==> config.mk <==
export PLATFORM = sky130hd
export DESIGN_NAME = pmc_counters
export DESIGN_NICKNAME = d
export VERILOG_FILES = /design/src/pmc_pkg.sv /design/src/pmc_unavail.sv /design/src/pmc_counters.sv
export SDC_FILE = /design/constraint.sdc
export NUM_CORES = 1
export LEC_CHECK = 0
export BUFFER_PORTS_ARGS = -buffer_cell sky130_fd_sc_hd__buf_2
export CORE_AREA = 2 2 228 230
export DETAILED_ROUTE_END_ITERATION = 10
export DIE_AREA = 0 0 230 232
export PLACE_DENSITY = 0.8
export SKIP_LAST_GASP = 1
export SYNTH_ARGS = -nofsm -noshare
export SYNTH_HDL_FRONTEND = slang
export SYNTH_SLANG_ARGS = --single-unit
==> constraint.sdc <==
create_clock -name ref_clk -period 8.95 [get_ports ref_clk]
set_clock_uncertainty 0.2 [all_clocks]
set_input_delay 0.4475 -clock ref_clk [delete_from_list [all_inputs] [get_ports ref_clk]]
set_output_delay 0.4475 -clock ref_clk [all_outputs]
set_load 0.02 [all_outputs]
==> src/pmc_pkg.sv <==
// Shared constants and carrier types for the performance-monitoring counters
package pmc_pkg;

  localparam int CNT_W = 32;
  localparam int SEC_W = 16;
  localparam int LINE_ACC_W = 24;
  localparam int PATH_ACC_W = 16;
  localparam int RUN_W = 4;

  localparam logic [7:0] REI_OC48_MAX = 8'h00ff;
  localparam logic [7:0] REI_PER_STS = 8'h0008;
  localparam logic [3:0] B3_MAX = 4'h8;
  localparam logic [PATH_ACC_W-1:0] PATH_SES_K = 16'h0960;
  localparam logic [RUN_W-1:0] UNAV_RUN = 4'ha;
  localparam logic [RUN_W-1:0] RUN_RST = 4'h0;
  localparam logic [CNT_W-1:0] CNT_RST = 32'h0000_0000;
  localparam logic [SEC_W-1:0] SEC_RST = 16'h0000;
  localparam logic [LINE_ACC_W-1:0] LINE_ACC_RST = 24'h00_0000;
  localparam logic [PATH_ACC_W-1:0] PATH_ACC_RST = 16'h0000;

  typedef struct packed {
    logic pos_det;
    logic neg_det;
    logic pos_gen;
    logic neg_gen;
  } pmc_just_t;

  typedef struct packed {
    logic rei_valid;
    logic [7:0] rei_count;
    logic rdi_defect;
    logic rfi_failure;
  } pmc_line_in_t;

  typedef struct packed {
    logic b3_valid;
    logic [3:0] b3_count;
    logic ais_defect;
    logic lop_defect;
    logic ais_fail;
    logic lop_fail;
    logic uneq_fail;
    logic tim_fail;
    logic rdi_support;
  } pmc_path_in_t;

  typedef struct packed {
    logic [CNT_W-1:0] violation;
    logic [SEC_W-1:0] errored;
    logic [SEC_W-1:0] severe;
    logic [SEC_W-1:0] unavailable;
    logic [SEC_W-1:0] failure;
  } pmc_layer_cnt_t;

  typedef struct packed {
    logic [CNT_W-1:0] pos_justify_detected_count;
    logic [CNT_W-1:0] neg_justify_detected_count;
    logic [CNT_W-1:0] pos_justify_generated_count;
    logic [CNT_W-1:0] neg_justify_generated_count;
    pmc_layer_cnt_t far_line;
    pmc_layer_cnt_t near_path;
    pmc_layer_cnt_t far_path;
  } pmc_counts_t;

  typedef enum logic {
    PMC_AVAIL,
    PMC_UNAVAIL
  } pmc_avail_e_t;

  typedef struct packed {
    pmc_avail_e_t mode;
    logic [RUN_W-1:0] run;
    logic [RUN_W-1:0] uas_add;
  } pmc_unav_st_t;

  typedef struct packed {
    pmc_counts_t cnt;
    logic [LINE_ACC_W-1:0] line_acc;
    logic line_rdi_seen;
    logic [PATH_ACC_W-1:0] np_acc;
    logic np_def_seen;
    logic [PATH_ACC_W-1:0] fp_acc;
    logic fp_def_seen;
    logic rfi_prev;
    logic np_fail_prev;
    logic fp_fail_prev;
    logic line_eval;
    logic path_eval;
    logic fl_ses;
    logic np_ses;
    logic fp_ses;
  } pmc_main_st_t;

endpackage

==> src/pmc_unavail.sv <==
// Availability tracker: ten-second onset rule and unavailable-second credit
`timescale 1ns/10ps
`default_nettype none
module pmc_unavail (
  input wire logic ref_clk,
  input wire logic reset,
  input wire logic clk_en,
  input wire logic eval,
  input wire logic ses,
  output logic unavailable,
  output logic [pmc_pkg::RUN_W-1:0] uas_add
);

  pmc_pkg::pmc_unav_st_t st_q;
  pmc_pkg::pmc_unav_st_t st_d;

  // Seconds are held pending until the run decides which side they belong to,
  // so the counter only ever moves upward.
  always_comb begin
    st_d = st_q;
    st_d.uas_add = pmc_pkg::RUN_RST;
    if (eval) begin
      unique case (st_q.mode)
        pmc_pkg::PMC_AVAIL: begin
          if (!ses) begin
            st_d.run = pmc_pkg::RUN_RST;
          end else if (st_q.run == pmc_pkg::UNAV_RUN - 4'h1) begin
            st_d.mode = pmc_pkg::PMC_UNAVAIL;
            st_d.run = pmc_pkg::RUN_RST;
            st_d.uas_add = pmc_pkg::UNAV_RUN;
          end else begin
            st_d.run = st_q.run + 4'h1;
          end
        end
        pmc_pkg::PMC_UNAVAIL: begin
          if (ses) begin
            st_d.uas_add = st_q.run + 4'h1;
            st_d.run = pmc_pkg::RUN_RST;
          end else if (st_q.run == pmc_pkg::UNAV_RUN - 4'h1) begin
            // Clean run complete: it started the available time, not counted
            st_d.mode = pmc_pkg::PMC_AVAIL;
            st_d.run = pmc_pkg::RUN_RST;
          end else begin
            st_d.run = st_q.run + 4'h1;
          end
        end
      endcase
    end
  end

  always_ff @(posedge ref_clk) begin
    if (reset) begin
      st_q.mode <= pmc_pkg::PMC_AVAIL;
      st_q.run <= pmc_pkg::RUN_RST;
      st_q.uas_add <= pmc_pkg::RUN_RST;
    end else if (clk_en) begin
      st_q <= st_d;
    end
  end

  assign unavailable = (st_q.mode == pmc_pkg::PMC_UNAVAIL);
  assign uas_add = st_q.uas_add;

endmodule // pmc_unavail
`default_nettype wire

==> src/pmc_counters.sv <==
// Path and line performance-monitoring counters for one STS path
//
// How it works
// Count each detected positive pointer justification on the path.
// Count each detected negative pointer justification on the path.
// Count each positive pointer justification this end generates.
// Count each negative pointer justification this end generates.
// Far-end line violations grow by the error number REI-L reports.
// REI-L accepted up to 8 times n, or 255 at OC-48.
// Far-end line errored second: any remote line error or RDI-L.
// Far-end line severe second: errors reach threshold K, or RDI-L.
// Far-end line unavailable after ten severe seconds, back after ten clean.
// Far-end line failure counted once, when RFI-L is declared.
// Path counters hold still unless intermediate path monitoring is on.
// Near-end path violations grow by B3 errors, at most eight a frame.
// Near-end path errored second: any B3 error, AIS-P or LOP-P.
// Near-end path severe second: 2400 errors or more, AIS-P or LOP-P.
// Near-end path unavailable after ten severe seconds, back after ten clean.
// Near-end path failure event counted when any path failure is declared.
// Far-end path violations and errored seconds mirror the near-end ones.
// Far-end path severe second: 2400 errors or more, AIS-P or LOP-P.
// Far-end path unavailable after ten severe seconds, back after ten clean.
// Far-end path failure event counted when any path failure is declared.
// Second qualifications judged at each one-second tick on that second's totals.
`timescale 1ns/10ps
`default_nettype none
module pmc_counters (
  input wire logic ref_clk,
  input wire logic reset,
  input wire logic clk_en,
  input wire logic sec_tick,
  input wire pmc_pkg::pmc_just_t just,
  input wire logic oc48_mode,
  input wire logic [7:0] sts_n,
  input wire pmc_pkg::pmc_line_in_t line_in,
  input wire logic [pmc_pkg::LINE_ACC_W-1:0] far_line_ses_threshold,
  input wire logic intermediate_path_monitor_enable,
  input wire pmc_pkg::pmc_path_in_t near_path_in,
  input wire pmc_pkg::pmc_path_in_t far_path_in,
  output pmc_pkg::pmc_counts_t counts,
  output logic far_line_unavailable,
  output logic near_path_unavailable,
  output logic far_path_unavailable
);

  pmc_pkg::pmc_main_st_t st_q;
  pmc_pkg::pmc_main_st_t st_d;

  logic fl_unav;
  logic np_unav;
  logic fp_unav;
  logic [pmc_pkg::RUN_W-1:0] fl_uas_add;
  logic [pmc_pkg::RUN_W-1:0] np_uas_add;
  logic [pmc_pkg::RUN_W-1:0] fp_uas_add;

  // Largest REI-L value taken as genuine for the current rate
  function automatic logic [7:0] rei_cap(input logic oc48, input logic [7:0] n);
    logic [15:0] prod;
    prod = 16'h0000;
    prod = {8'h00, n} * {8'h00, pmc_pkg::REI_PER_STS};
    if (oc48) begin
      rei_cap = pmc_pkg::REI_OC48_MAX;
    end else if (prod > {8'h00, pmc_pkg::REI_OC48_MAX}) begin
      rei_cap = pmc_pkg::REI_OC48_MAX;
    end else begin
      rei_cap = prod[7:0];
    end
  endfunction

  // Out-of-range reports are clamped rather than dropped
  function automatic logic [7:0] clamp8(input logic [7:0] v, input logic [7:0] cap);
    clamp8 = (v > cap) ? cap : v;
  endfunction

  function automatic logic [pmc_pkg::LINE_ACC_W-1:0] sat_line(
    input logic [pmc_pkg::LINE_ACC_W-1:0] a,
    input logic [7:0] b
  );
    logic [pmc_pkg::LINE_ACC_W:0] s;
    s = {1'b0, a} + {{pmc_pkg::LINE_ACC_W-7{1'b0}}, b};
    sat_line = s[pmc_pkg::LINE_ACC_W] ? {pmc_pkg::LINE_ACC_W{1'b1}} :
               s[pmc_pkg::LINE_ACC_W-1:0];
  endfunction

  // Per-second path totals saturate; the 2400 compare and the errored-second test depend on them
  function automatic logic [pmc_pkg::PATH_ACC_W-1:0] sat_path(
    input logic [pmc_pkg::PATH_ACC_W-1:0] a,
    input logic [3:0] b
  );
    logic [pmc_pkg::PATH_ACC_W:0] s;
    s = {1'b0, a} + {{pmc_pkg::PATH_ACC_W-3{1'b0}}, b};
    sat_path = s[pmc_pkg::PATH_ACC_W] ? {pmc_pkg::PATH_ACC_W{1'b1}} :
               s[pmc_pkg::PATH_ACC_W-1:0];
  endfunction

  function automatic logic [3:0] b3_errs(input pmc_pkg::pmc_path_in_t p);
    b3_errs = 4'h0;
    if (p.b3_valid) begin
      b3_errs = (p.b3_count > pmc_pkg::B3_MAX) ? pmc_pkg::B3_MAX : p.b3_count;
    end
  endfunction

  function automatic logic path_fail(input pmc_pkg::pmc_path_in_t p);
    path_fail = p.ais_fail | p.lop_fail | p.uneq_fail | p.tim_fail | p.rdi_support;
  endfunction

  function automatic logic path_defect(input pmc_pkg::pmc_path_in_t p);
    path_defect = p.ais_defect | p.lop_defect;
  endfunction

  function automatic logic [pmc_pkg::SEC_W-1:0] add_uas(
    input logic [pmc_pkg::SEC_W-1:0] c,
    input logic [pmc_pkg::RUN_W-1:0] a
  );
    add_uas = c + {{pmc_pkg::SEC_W-pmc_pkg::RUN_W{1'b0}}, a};
  endfunction

  always_comb begin
    logic [7:0] rei_now;
    logic [3:0] np_now;
    logic [3:0] fp_now;
    logic [pmc_pkg::LINE_ACC_W-1:0] line_tot;
    logic [pmc_pkg::PATH_ACC_W-1:0] np_tot;
    logic [pmc_pkg::PATH_ACC_W-1:0] fp_tot;
    logic line_rdi;
    logic np_def;
    logic fp_def;
    logic np_fail;
    logic fp_fail;
    rei_now = 8'h00;
    np_now = 4'h0;
    fp_now = 4'h0;
    line_tot = pmc_pkg::LINE_ACC_RST;
    np_tot = pmc_pkg::PATH_ACC_RST;
    fp_tot = pmc_pkg::PATH_ACC_RST;
    line_rdi = 1'b0;
    np_def = 1'b0;
    fp_def = 1'b0;
    np_fail = 1'b0;
    fp_fail = 1'b0;
    st_d = st_q;
    st_d.line_eval = 1'b0;
    st_d.path_eval = 1'b0;

    // Pointer justification counts
    if (just.pos_det) begin
      st_d.cnt.pos_justify_detected_count = st_q.cnt.pos_justify_detected_count + 32'h0000_0001;
    end
    if (just.neg_det) begin
      st_d.cnt.neg_justify_detected_count = st_q.cnt.neg_justify_detected_count + 32'h0000_0001;
    end
    if (just.pos_gen) begin
      st_d.cnt.pos_justify_generated_count = st_q.cnt.pos_justify_generated_count + 32'h0000_0001;
    end
    if (just.neg_gen) begin
      st_d.cnt.neg_justify_generated_count = st_q.cnt.neg_justify_generated_count + 32'h0000_0001;
    end

    // Far-end line layer
    if (line_in.rei_valid) begin
      rei_now = clamp8(line_in.rei_count, rei_cap(oc48_mode, sts_n));
    end
    st_d.cnt.far_line.violation = st_q.cnt.far_line.violation + {24'h00_0000, rei_now};
    line_tot = sat_line(st_q.line_acc, rei_now);
    line_rdi = st_q.line_rdi_seen | line_in.rdi_defect;
    st_d.line_acc = line_tot;
    st_d.line_rdi_seen = line_rdi;
    // Rising edge only, so an event is charged to the period it starts in
    if (line_in.rfi_failure && !st_q.rfi_prev) begin
      st_d.cnt.far_line.failure = st_q.cnt.far_line.failure + 16'h0001;
    end
    st_d.rfi_prev = line_in.rfi_failure;

    // Path layers, frozen while monitoring is off
    if (intermediate_path_monitor_enable) begin
      np_now = b3_errs(near_path_in);
      fp_now = b3_errs(far_path_in);
      st_d.cnt.near_path.violation = st_q.cnt.near_path.violation + {28'h000_0000, np_now};
      st_d.cnt.far_path.violation = st_q.cnt.far_path.violation + {28'h000_0000, fp_now};
      np_tot = sat_path(st_q.np_acc, np_now);
      fp_tot = sat_path(st_q.fp_acc, fp_now);
      np_def = st_q.np_def_seen | path_defect(near_path_in);
      fp_def = st_q.fp_def_seen | path_defect(far_path_in);
      st_d.np_acc = np_tot;
      st_d.fp_acc = fp_tot;
      st_d.np_def_seen = np_def;
      st_d.fp_def_seen = fp_def;
      np_fail = path_fail(near_path_in);
      fp_fail = path_fail(far_path_in);
      if (np_fail && !st_q.np_fail_prev) begin
        st_d.cnt.near_path.failure = st_q.cnt.near_path.failure + 16'h0001;
      end
      if (fp_fail && !st_q.fp_fail_prev) begin
        st_d.cnt.far_path.failure = st_q.cnt.far_path.failure + 16'h0001;
      end
      st_d.np_fail_prev = np_fail;
      st_d.fp_fail_prev = fp_fail;
    end

    // Second boundary: judge the closing second, including this cycle's input
    if (sec_tick) begin
      st_d.line_eval = 1'b1;
      st_d.fl_ses = (line_tot >= far_line_ses_threshold) || line_rdi;
      if ((line_tot != pmc_pkg::LINE_ACC_RST) || line_rdi) begin
        st_d.cnt.far_line.errored = st_q.cnt.far_line.errored + 16'h0001;
      end
      if (st_d.fl_ses) begin
        st_d.cnt.far_line.severe = st_q.cnt.far_line.severe + 16'h0001;
      end
      st_d.line_acc = pmc_pkg::LINE_ACC_RST;
      st_d.line_rdi_seen = 1'b0;
      if (intermediate_path_monitor_enable) begin
        st_d.path_eval = 1'b1;
        st_d.np_ses = (np_tot >= pmc_pkg::PATH_SES_K) || np_def;
        st_d.fp_ses = (fp_tot >= pmc_pkg::PATH_SES_K) || fp_def;
        if ((np_tot != pmc_pkg::PATH_ACC_RST) || np_def) begin
          st_d.cnt.near_path.errored = st_q.cnt.near_path.errored + 16'h0001;
        end
        if ((fp_tot != pmc_pkg::PATH_ACC_RST) || fp_def) begin
          st_d.cnt.far_path.errored = st_q.cnt.far_path.errored + 16'h0001;
        end
        if (st_d.np_ses) begin
          st_d.cnt.near_path.severe = st_q.cnt.near_path.severe + 16'h0001;
        end
        if (st_d.fp_ses) begin
          st_d.cnt.far_path.severe = st_q.cnt.far_path.severe + 16'h0001;
        end
      end
      st_d.np_acc = pmc_pkg::PATH_ACC_RST;
      st_d.fp_acc = pmc_pkg::PATH_ACC_RST;
      st_d.np_def_seen = 1'b0;
      st_d.fp_def_seen = 1'b0;
    end

    // Unavailable seconds credited as the trackers release them
    st_d.cnt.far_line.unavailable = add_uas(st_q.cnt.far_line.unavailable, fl_uas_add);
    if (intermediate_path_monitor_enable) begin
      st_d.cnt.near_path.unavailable = add_uas(st_q.cnt.near_path.unavailable, np_uas_add);
      st_d.cnt.far_path.unavailable = add_uas(st_q.cnt.far_path.unavailable, fp_uas_add);
    end
  end

  always_ff @(posedge ref_clk) begin
    if (reset) begin
      st_q.cnt.pos_justify_detected_count <= pmc_pkg::CNT_RST;
      st_q.cnt.neg_justify_detected_count <= pmc_pkg::CNT_RST;
      st_q.cnt.pos_justify_generated_count <= pmc_pkg::CNT_RST;
      st_q.cnt.neg_justify_generated_count <= pmc_pkg::CNT_RST;
      st_q.cnt.far_line <= '{pmc_pkg::CNT_RST, pmc_pkg::SEC_RST, pmc_pkg::SEC_RST,
                             pmc_pkg::SEC_RST, pmc_pkg::SEC_RST};
      st_q.cnt.near_path <= '{pmc_pkg::CNT_RST, pmc_pkg::SEC_RST, pmc_pkg::SEC_RST,
                              pmc_pkg::SEC_RST, pmc_pkg::SEC_RST};
      st_q.cnt.far_path <= '{pmc_pkg::CNT_RST, pmc_pkg::SEC_RST, pmc_pkg::SEC_RST,
                             pmc_pkg::SEC_RST, pmc_pkg::SEC_RST};
      st_q.line_acc <= pmc_pkg::LINE_ACC_RST;
      st_q.line_rdi_seen <= 1'b0;
      st_q.np_acc <= pmc_pkg::PATH_ACC_RST;
      st_q.np_def_seen <= 1'b0;
      st_q.fp_acc <= pmc_pkg::PATH_ACC_RST;
      st_q.fp_def_seen <= 1'b0;
      st_q.rfi_prev <= 1'b0;
      st_q.np_fail_prev <= 1'b0;
      st_q.fp_fail_prev <= 1'b0;
      st_q.line_eval <= 1'b0;
      st_q.path_eval <= 1'b0;
      st_q.fl_ses <= 1'b0;
      st_q.np_ses <= 1'b0;
      st_q.fp_ses <= 1'b0;
    end else if (clk_en) begin
      st_q <= st_d;
    end
  end

  // Trackers see the judged second one cycle after the tick
  pmc_unavail u_far_line (
    .ref_clk(ref_clk),
    .reset(reset),
    .clk_en(clk_en),
    .eval(st_q.line_eval),
    .ses(st_q.fl_ses),
    .unavailable(fl_unav),
    .uas_add(fl_uas_add)
  );

  pmc_unavail u_near_path (
    .ref_clk(ref_clk),
    .reset(reset),
    .clk_en(clk_en),
    .eval(st_q.path_eval),
    .ses(st_q.np_ses),
    .unavailable(np_unav),
    .uas_add(np_uas_add)
  );

  pmc_unavail u_far_path (
    .ref_clk(ref_clk),
    .reset(reset),
    .clk_en(clk_en),
    .eval(st_q.path_eval),
    .ses(st_q.fp_ses),
    .unavailable(fp_unav),
    .uas_add(fp_uas_add)
  );

  assign counts = st_q.cnt;
  assign far_line_unavailable = fl_unav;
  assign near_path_unavailable = np_unav;
  assign far_path_unavailable = fp_unav;

endmodule // pmc_counters
`default_nettype wire

-- Word-level counts from Yosys, hierarchy flattened
Cells that the tools add are included.
- bits of input ports: 77
- output and inout bits: 419
- flip-flop bits (word level): 510
- logic and storage cells: 187
- $add $sub $neg: 25
- reduce and logical (&&, ||, !) cells: 35
- eq/ne operators: 3
- order comparisons: 7
- mux-type cells: 59
- bitwise logic cells: 16
- operator list (kind ; number):
    $add 16x1->16 const B ; 9
    $add 32x1->32 const B ; 4
    $mux 4 ; 27
    $add 32x4->32 ; 2
    $mux 16 ; 4
    $mux 59 ; 1
    $pmux 9 s2 ; 3
    $add 16x4->16 ; 3
    $mux 8 ; 5
    $add 16x4->17 ; 2
    $mux 34 ; 1
    $add 32x8->32 ; 1
    $ge 16x12->1 const B ; 2
    $reduce_bool 16->1 ; 2
    $add 24x8->25 ; 1
    $ge 24x24->1 ; 1
    $mux 24 ; 1
    $reduce_bool 24->1 ; 1
    $reduce_and 2->1 ; 10
    $reduce_and 4->1 ; 4
    $mux 1 ; 15
    $reduce_and 3->1 ; 5
    $or 1x1->1 ; 13
    $add 4x1->4 const B ; 3
    11 further kinds ; 25

-- Longest topological paths before layout
- depth after elaboration: 12
- gate-level depth with buffers: 33
- gate-level depth less buffers: 31

-- Hierarchy
From an unflattened synthesis, not the netlist that was laid out.
- cell total of the unflattened synthesis: 3538
- area total of the unflattened synthesis: 28698.8 µm²
- modules (own cells, without submodules) (module ; seq. area each (µm²) ; area each (µm²) ; cells an instance ; times used):
    pmc_counters ; 9669.3 ; 27189.8 ; 3355 ; 1
    pmc_unavail ; 180.2 ; 503.0 ; 61 ; 3

-- Worst setup path after synthesis
Ideal clock, no wire load.
- path kind: in2reg
- start: input port oc48_mode
- end: register st_q, in the netlist counts[231]
- setup slack: 1.648 ns
- cell stages on the path: 32
- arrival time: 6.981 ns
- required time: 8.629 ns
- path buffers: 3
- setup time: 0.121 ns
- path through: nor4_4 inv_2 nor2_1 ha_1 and4b_1 a311o_2 a21o_2 and2_1 clkbuf_1 o21a_1 ha_1 and2_1 o311a_1 a32o_2 a311oi_4 nor2_1 a21oi_1 clkbuf_1 nand2b_1 ha_1 a21o_1 a21o_1 a21o_1 a21o_1 a21o_1 a211oi_1 o211a_1 nor3_1 a21oi_1 clkbuf_1 nor3_1 mux2_2
- cells in the longest elaborated chain, start to end: 10
- RTL lines (item ; RTL line ; source):
    start: declaration ; pmc_counters.sv:33 ; input wire logic oc48_mode,
    $mux 8 * ; pmc_counters.sv:61 ; if (oc48) begin
    $mux 8 * ; pmc_counters.sv:160 ; if (line_in.rei_valid) begin
    $gt 8x8->1 ; pmc_counters.sv:72 ; clamp8 = (v > cap) ? cap : v;
    $mux 8 * ; pmc_counters.sv:72 ;
    $mux 8 * ; pmc_counters.sv:160 ;
    $add 24x8->25 * ; pmc_counters.sv:80 ; s = {1'b0, a} + {{pmc_pkg::LINE_ACC_W-7{1'b0}}, b};
    $mux 24 * ; pmc_counters.sv:81 ; sat_line = s[pmc_pkg::LINE_ACC_W] ? {pmc_pkg::LINE_ACC_W{1'b1}} :
    $ge 24x24->1 * ; pmc_counters.sv:203 ; st_d.fl_ses = (line_tot >= far_line_ses_threshold) || line_rdi;
    $logic_or 1x1->1 * ; pmc_counters.sv:203 ;
    $reduce_and 3->1 (no source line) * ; - ;
    end signal: assignment ; pmc_counters.sv:270 ; st_q <= st_d;
    end: declaration ; pmc_counters.sv:46 ; pmc_pkg::pmc_main_st_t st_q;
Mark *: on every way between the ends. The rest lies on a longest branch, timed or not. The select of a mux whose other input is x is not followed.
A chain may end at the register's enable or synchronous reset.

-- Final worst setup path
- start: input port oc48_mode
- end: register st_q, in the netlist counts[236]
Same word-level chain as after synthesis.

==> impl_metrics.json <==
{
  "status": "completed",
  "synth-seq-area-share_pct": 35.5,
  "dr.pass1.iters": 5,
  "slew_viol_final": 0,
  "drive_above_1_share_pct": 18.3,
  "drv_cap": 0,
  "gp_congestion": 0.926,
  "post_cts_buffers": 0,
  "insertedDiodeCount": 0,
  "via_per_inst": 5.47,
  "grt_antenna_before_repair": 1,
  "finalCritPeriodShare_pct": 86.3,
  "syn_area_um2": 28800,
  "synth_top_cell_area_share_pct": 35.5,
  "cts_root_buf": "clkbuf_16",
  "synthCells": 3541,
  "hold_buffers": 7,
  "p_int_mw": 3.73,
  "async_flop_share_pct": 0,
  "cts_resized": 0,
  "rows": 83,
  "wl_um": 68800,
  "hold_path.class": "input pin to flip-flop",
  "period_needed_ps": 7730,
  "powerDensity_nw_per_um2": 161,
  "core-area_um2": 50900,
  "grt_remaining_overflow": 0,
  "max_freq_ghz": 0.129,
  "synth_compound_area_share_pct": 10.4,
  "path_common_cell": "a21o_1",
  "critPathCaptureType": "flip-flop",
  "clock-sinks": 510,
  "ant_nets": 0,
  "cts_inserted_buffers": 55,
  "max_slew.worst_pin.slew_ps": 1170,
  "critPathArrivalTime_ps": 8010,
  "seqPwrFrac_pct": 47.0,
  "clk-insertion-delay-late_ps": 620,
  "synth-adder-area-share_pct": 4.55,
  "synth_edf_count": 0,
  "p_comb_share_pct": 5.6,
  "yosysTopAreaCell": "dfxtp_1",
  "wl_per_cell_um": 16.0,
  "synth-xor-area-share_pct": 10.4,
  "layout.nets": 3739,
  "synthSimpleGateAreaFrac_pct": 23.9,
  "yosysWarnings": 0,
  "finalSetupViolCount": 0,
  "synth_fp_nets": 3716,
  "rsz0062_at_grt": "no",
  "final_core_util_pct": 59.9,
  "p_clk_share_pct": 47.5,
  "dieHeight_um": 232,
  "clkSlewWorstSetupHoldPaths_ps": 60,
  "leakagePower_nw": 13.0,
  "vias": 23500,
  "synth_top_family_by_area": "simple AND/OR/NAND/NOR gates",
  "grt_max_degree": 214,
  "synth_cell_type_count": 93,
  "critPathMaxFanout": 20,
  "io_buffers": 495,
  "slew_headroom_pct": 22.2,
  "cts_tree": "built",
  "synthTopCellsByArea": "dfxtp_1, buf_4, xor2_1, nor2_1, ha_1",
  "initial_core_util_pct": 56.5,
  "syn_avg_cell_area_um2": 8.12,
  "clock_path_buffers": 3,
  "io_pins": 496,
  "synthFlopType": "dfxtp_1",
  "switching_share_pct": 24.0,
  "post-dp-hpwl_um": 49100,
  "cp_slowest_cell": "a21oi_2",
  "fp.dieW_um": 230,
  "h-tree-depth": 2,
  "crit_type": "input pin to flip-flop",
  "area_growth_pct": 6.03,
  "ys_seq_elements": 510,
  "synth.area.mux_share_pct": 1.15,
  "peakVddDrop_mv": 0.163,
  "yosysMostFrequentCell": "dfxtp_1",
  "grt_pass1_vias": 21800,
  "grt_pass1_wl_um": 111000,
  "drt_iter0_drc": 1381,
  "max_stage_delay_ps": 500,
  "startpoint_type": "input pin",
  "drc": 0,
  "finalSetupTns_ps": 0,
  "synthTopCellsByCount": "dfxtp_1, nor2_1, buf_4, nand2_1, xor2_1",
  "crit_required_ps": 9230,
  "hold_viol_final": 0,
  "p_switching_mw": 1.18,
  "grtUsageTotal_pct": 24.8,
  "die_area_um2": 53400
}
==> worst max-delay path, delay by kind of cell <==
| kind | cells | cell delay, ps |
|---|---|---|
| AO/OA/AOI/OAI | 15 | 3960 |
| buffers and inverters | 4 | 800 |
| AND/OR/NAND/NOR | 8 | 1490 |
| adder cells (fa/ha/maj) | 3 | 1020 |
| multiplexers | 1 | 280 |
==> power groups by stage <==
stage / clock network (mW) / registers (mW) / logic, mW
final: 2.33 / 2.31 / 0.274
after global routing: 2.47 / 2.31 / 0.302
after CTS: 2.38 / 2.31 / 0.273
after detailed placement: 0 / 2.36 / 0.269
after global placement: 0 / 2.36 / 0.266
after floorplan: 0 / 2.35 / 0.204
==> path summary, 6_finish.rpt <==
path                        start          end  slack, ps  depth (start not counted)
setup / recovery        oc48_mode  counts[236]       1220                         31
hold / removal    near_path_in[3]      st_q[6]         50                          3
setup reg to reg         st_q[45]  counts[236]       3540                         22
hold reg to reg          st_q[25]     st_q[25]        260                          2
==> per-layer routing <==
metal  up-vias  global-route usage (%)  share of wire [%]
met1     11000                    31.7                 44
met5         -                       0              0.019
met4         2                    11.1                4.2
met3       153                    5.32                6.5
met2       666                    40.3                 46
li1      11700                       -                  -
==> stage by stage <==
step                      cell area, µm²  setup slack, ps  hold slack [ps]  power [mW]  instances
after floorplan                    28800             1650              233        2.55       3541
after global placement             28500              754              240        2.62       4180
after detailed placement           28500              693              252        2.63       4180
after CTS                          30500             1330             7.28        4.96       4291
after global routing               30500              739             43.7        5.08       4291
final                              30500             1220             53.4        4.91       4291
==> cells in the final DEF (no fill, tap or decap), types with 71 or more instances in the layout <==
cell type  instances
xor2_1           233
nand4_1           84
nor2_1           500
dfxtp_1          510
nor3_1            71
and3_1            83
a21oi_1          203
inv_1             97
buf_2            494
nand2_1          278
ha_1              91
xnor2_1          109
nand3_1          148
o21ai_0          120
==> final cells by class <==
type	count	area, µm²
fillers	4467	20400
multi-input cells	2384	14500
flip-flops and latches	510	10200
repair buffers	513	2670
clock buffers	81	1620
well taps	680	851
inverters	100	375
clock inverters	23	270
==> cells by family after synthesis <==
group,after synthesis
fa+ha+maj,101
mux,30
flops,510
xor+xnor,342
buf+inv,647
compound gates,492
simple gates,1419
==> state kept, by name, indices dropped and copies added, names as in the netlist, named ones only <==
| register | flops |
|---|---|
| counts | 416 |
| st_q | 67 |
| u_far_line.st_q | 4 |
| u_far_line.uas_add | 4 |
| u_far_path.st_q | 4 |
| u_far_path.uas_add | 4 |
| u_near_path.st_q | 4 |
| u_near_path.uas_add | 4 |
(Power assumes the default switching activity.)
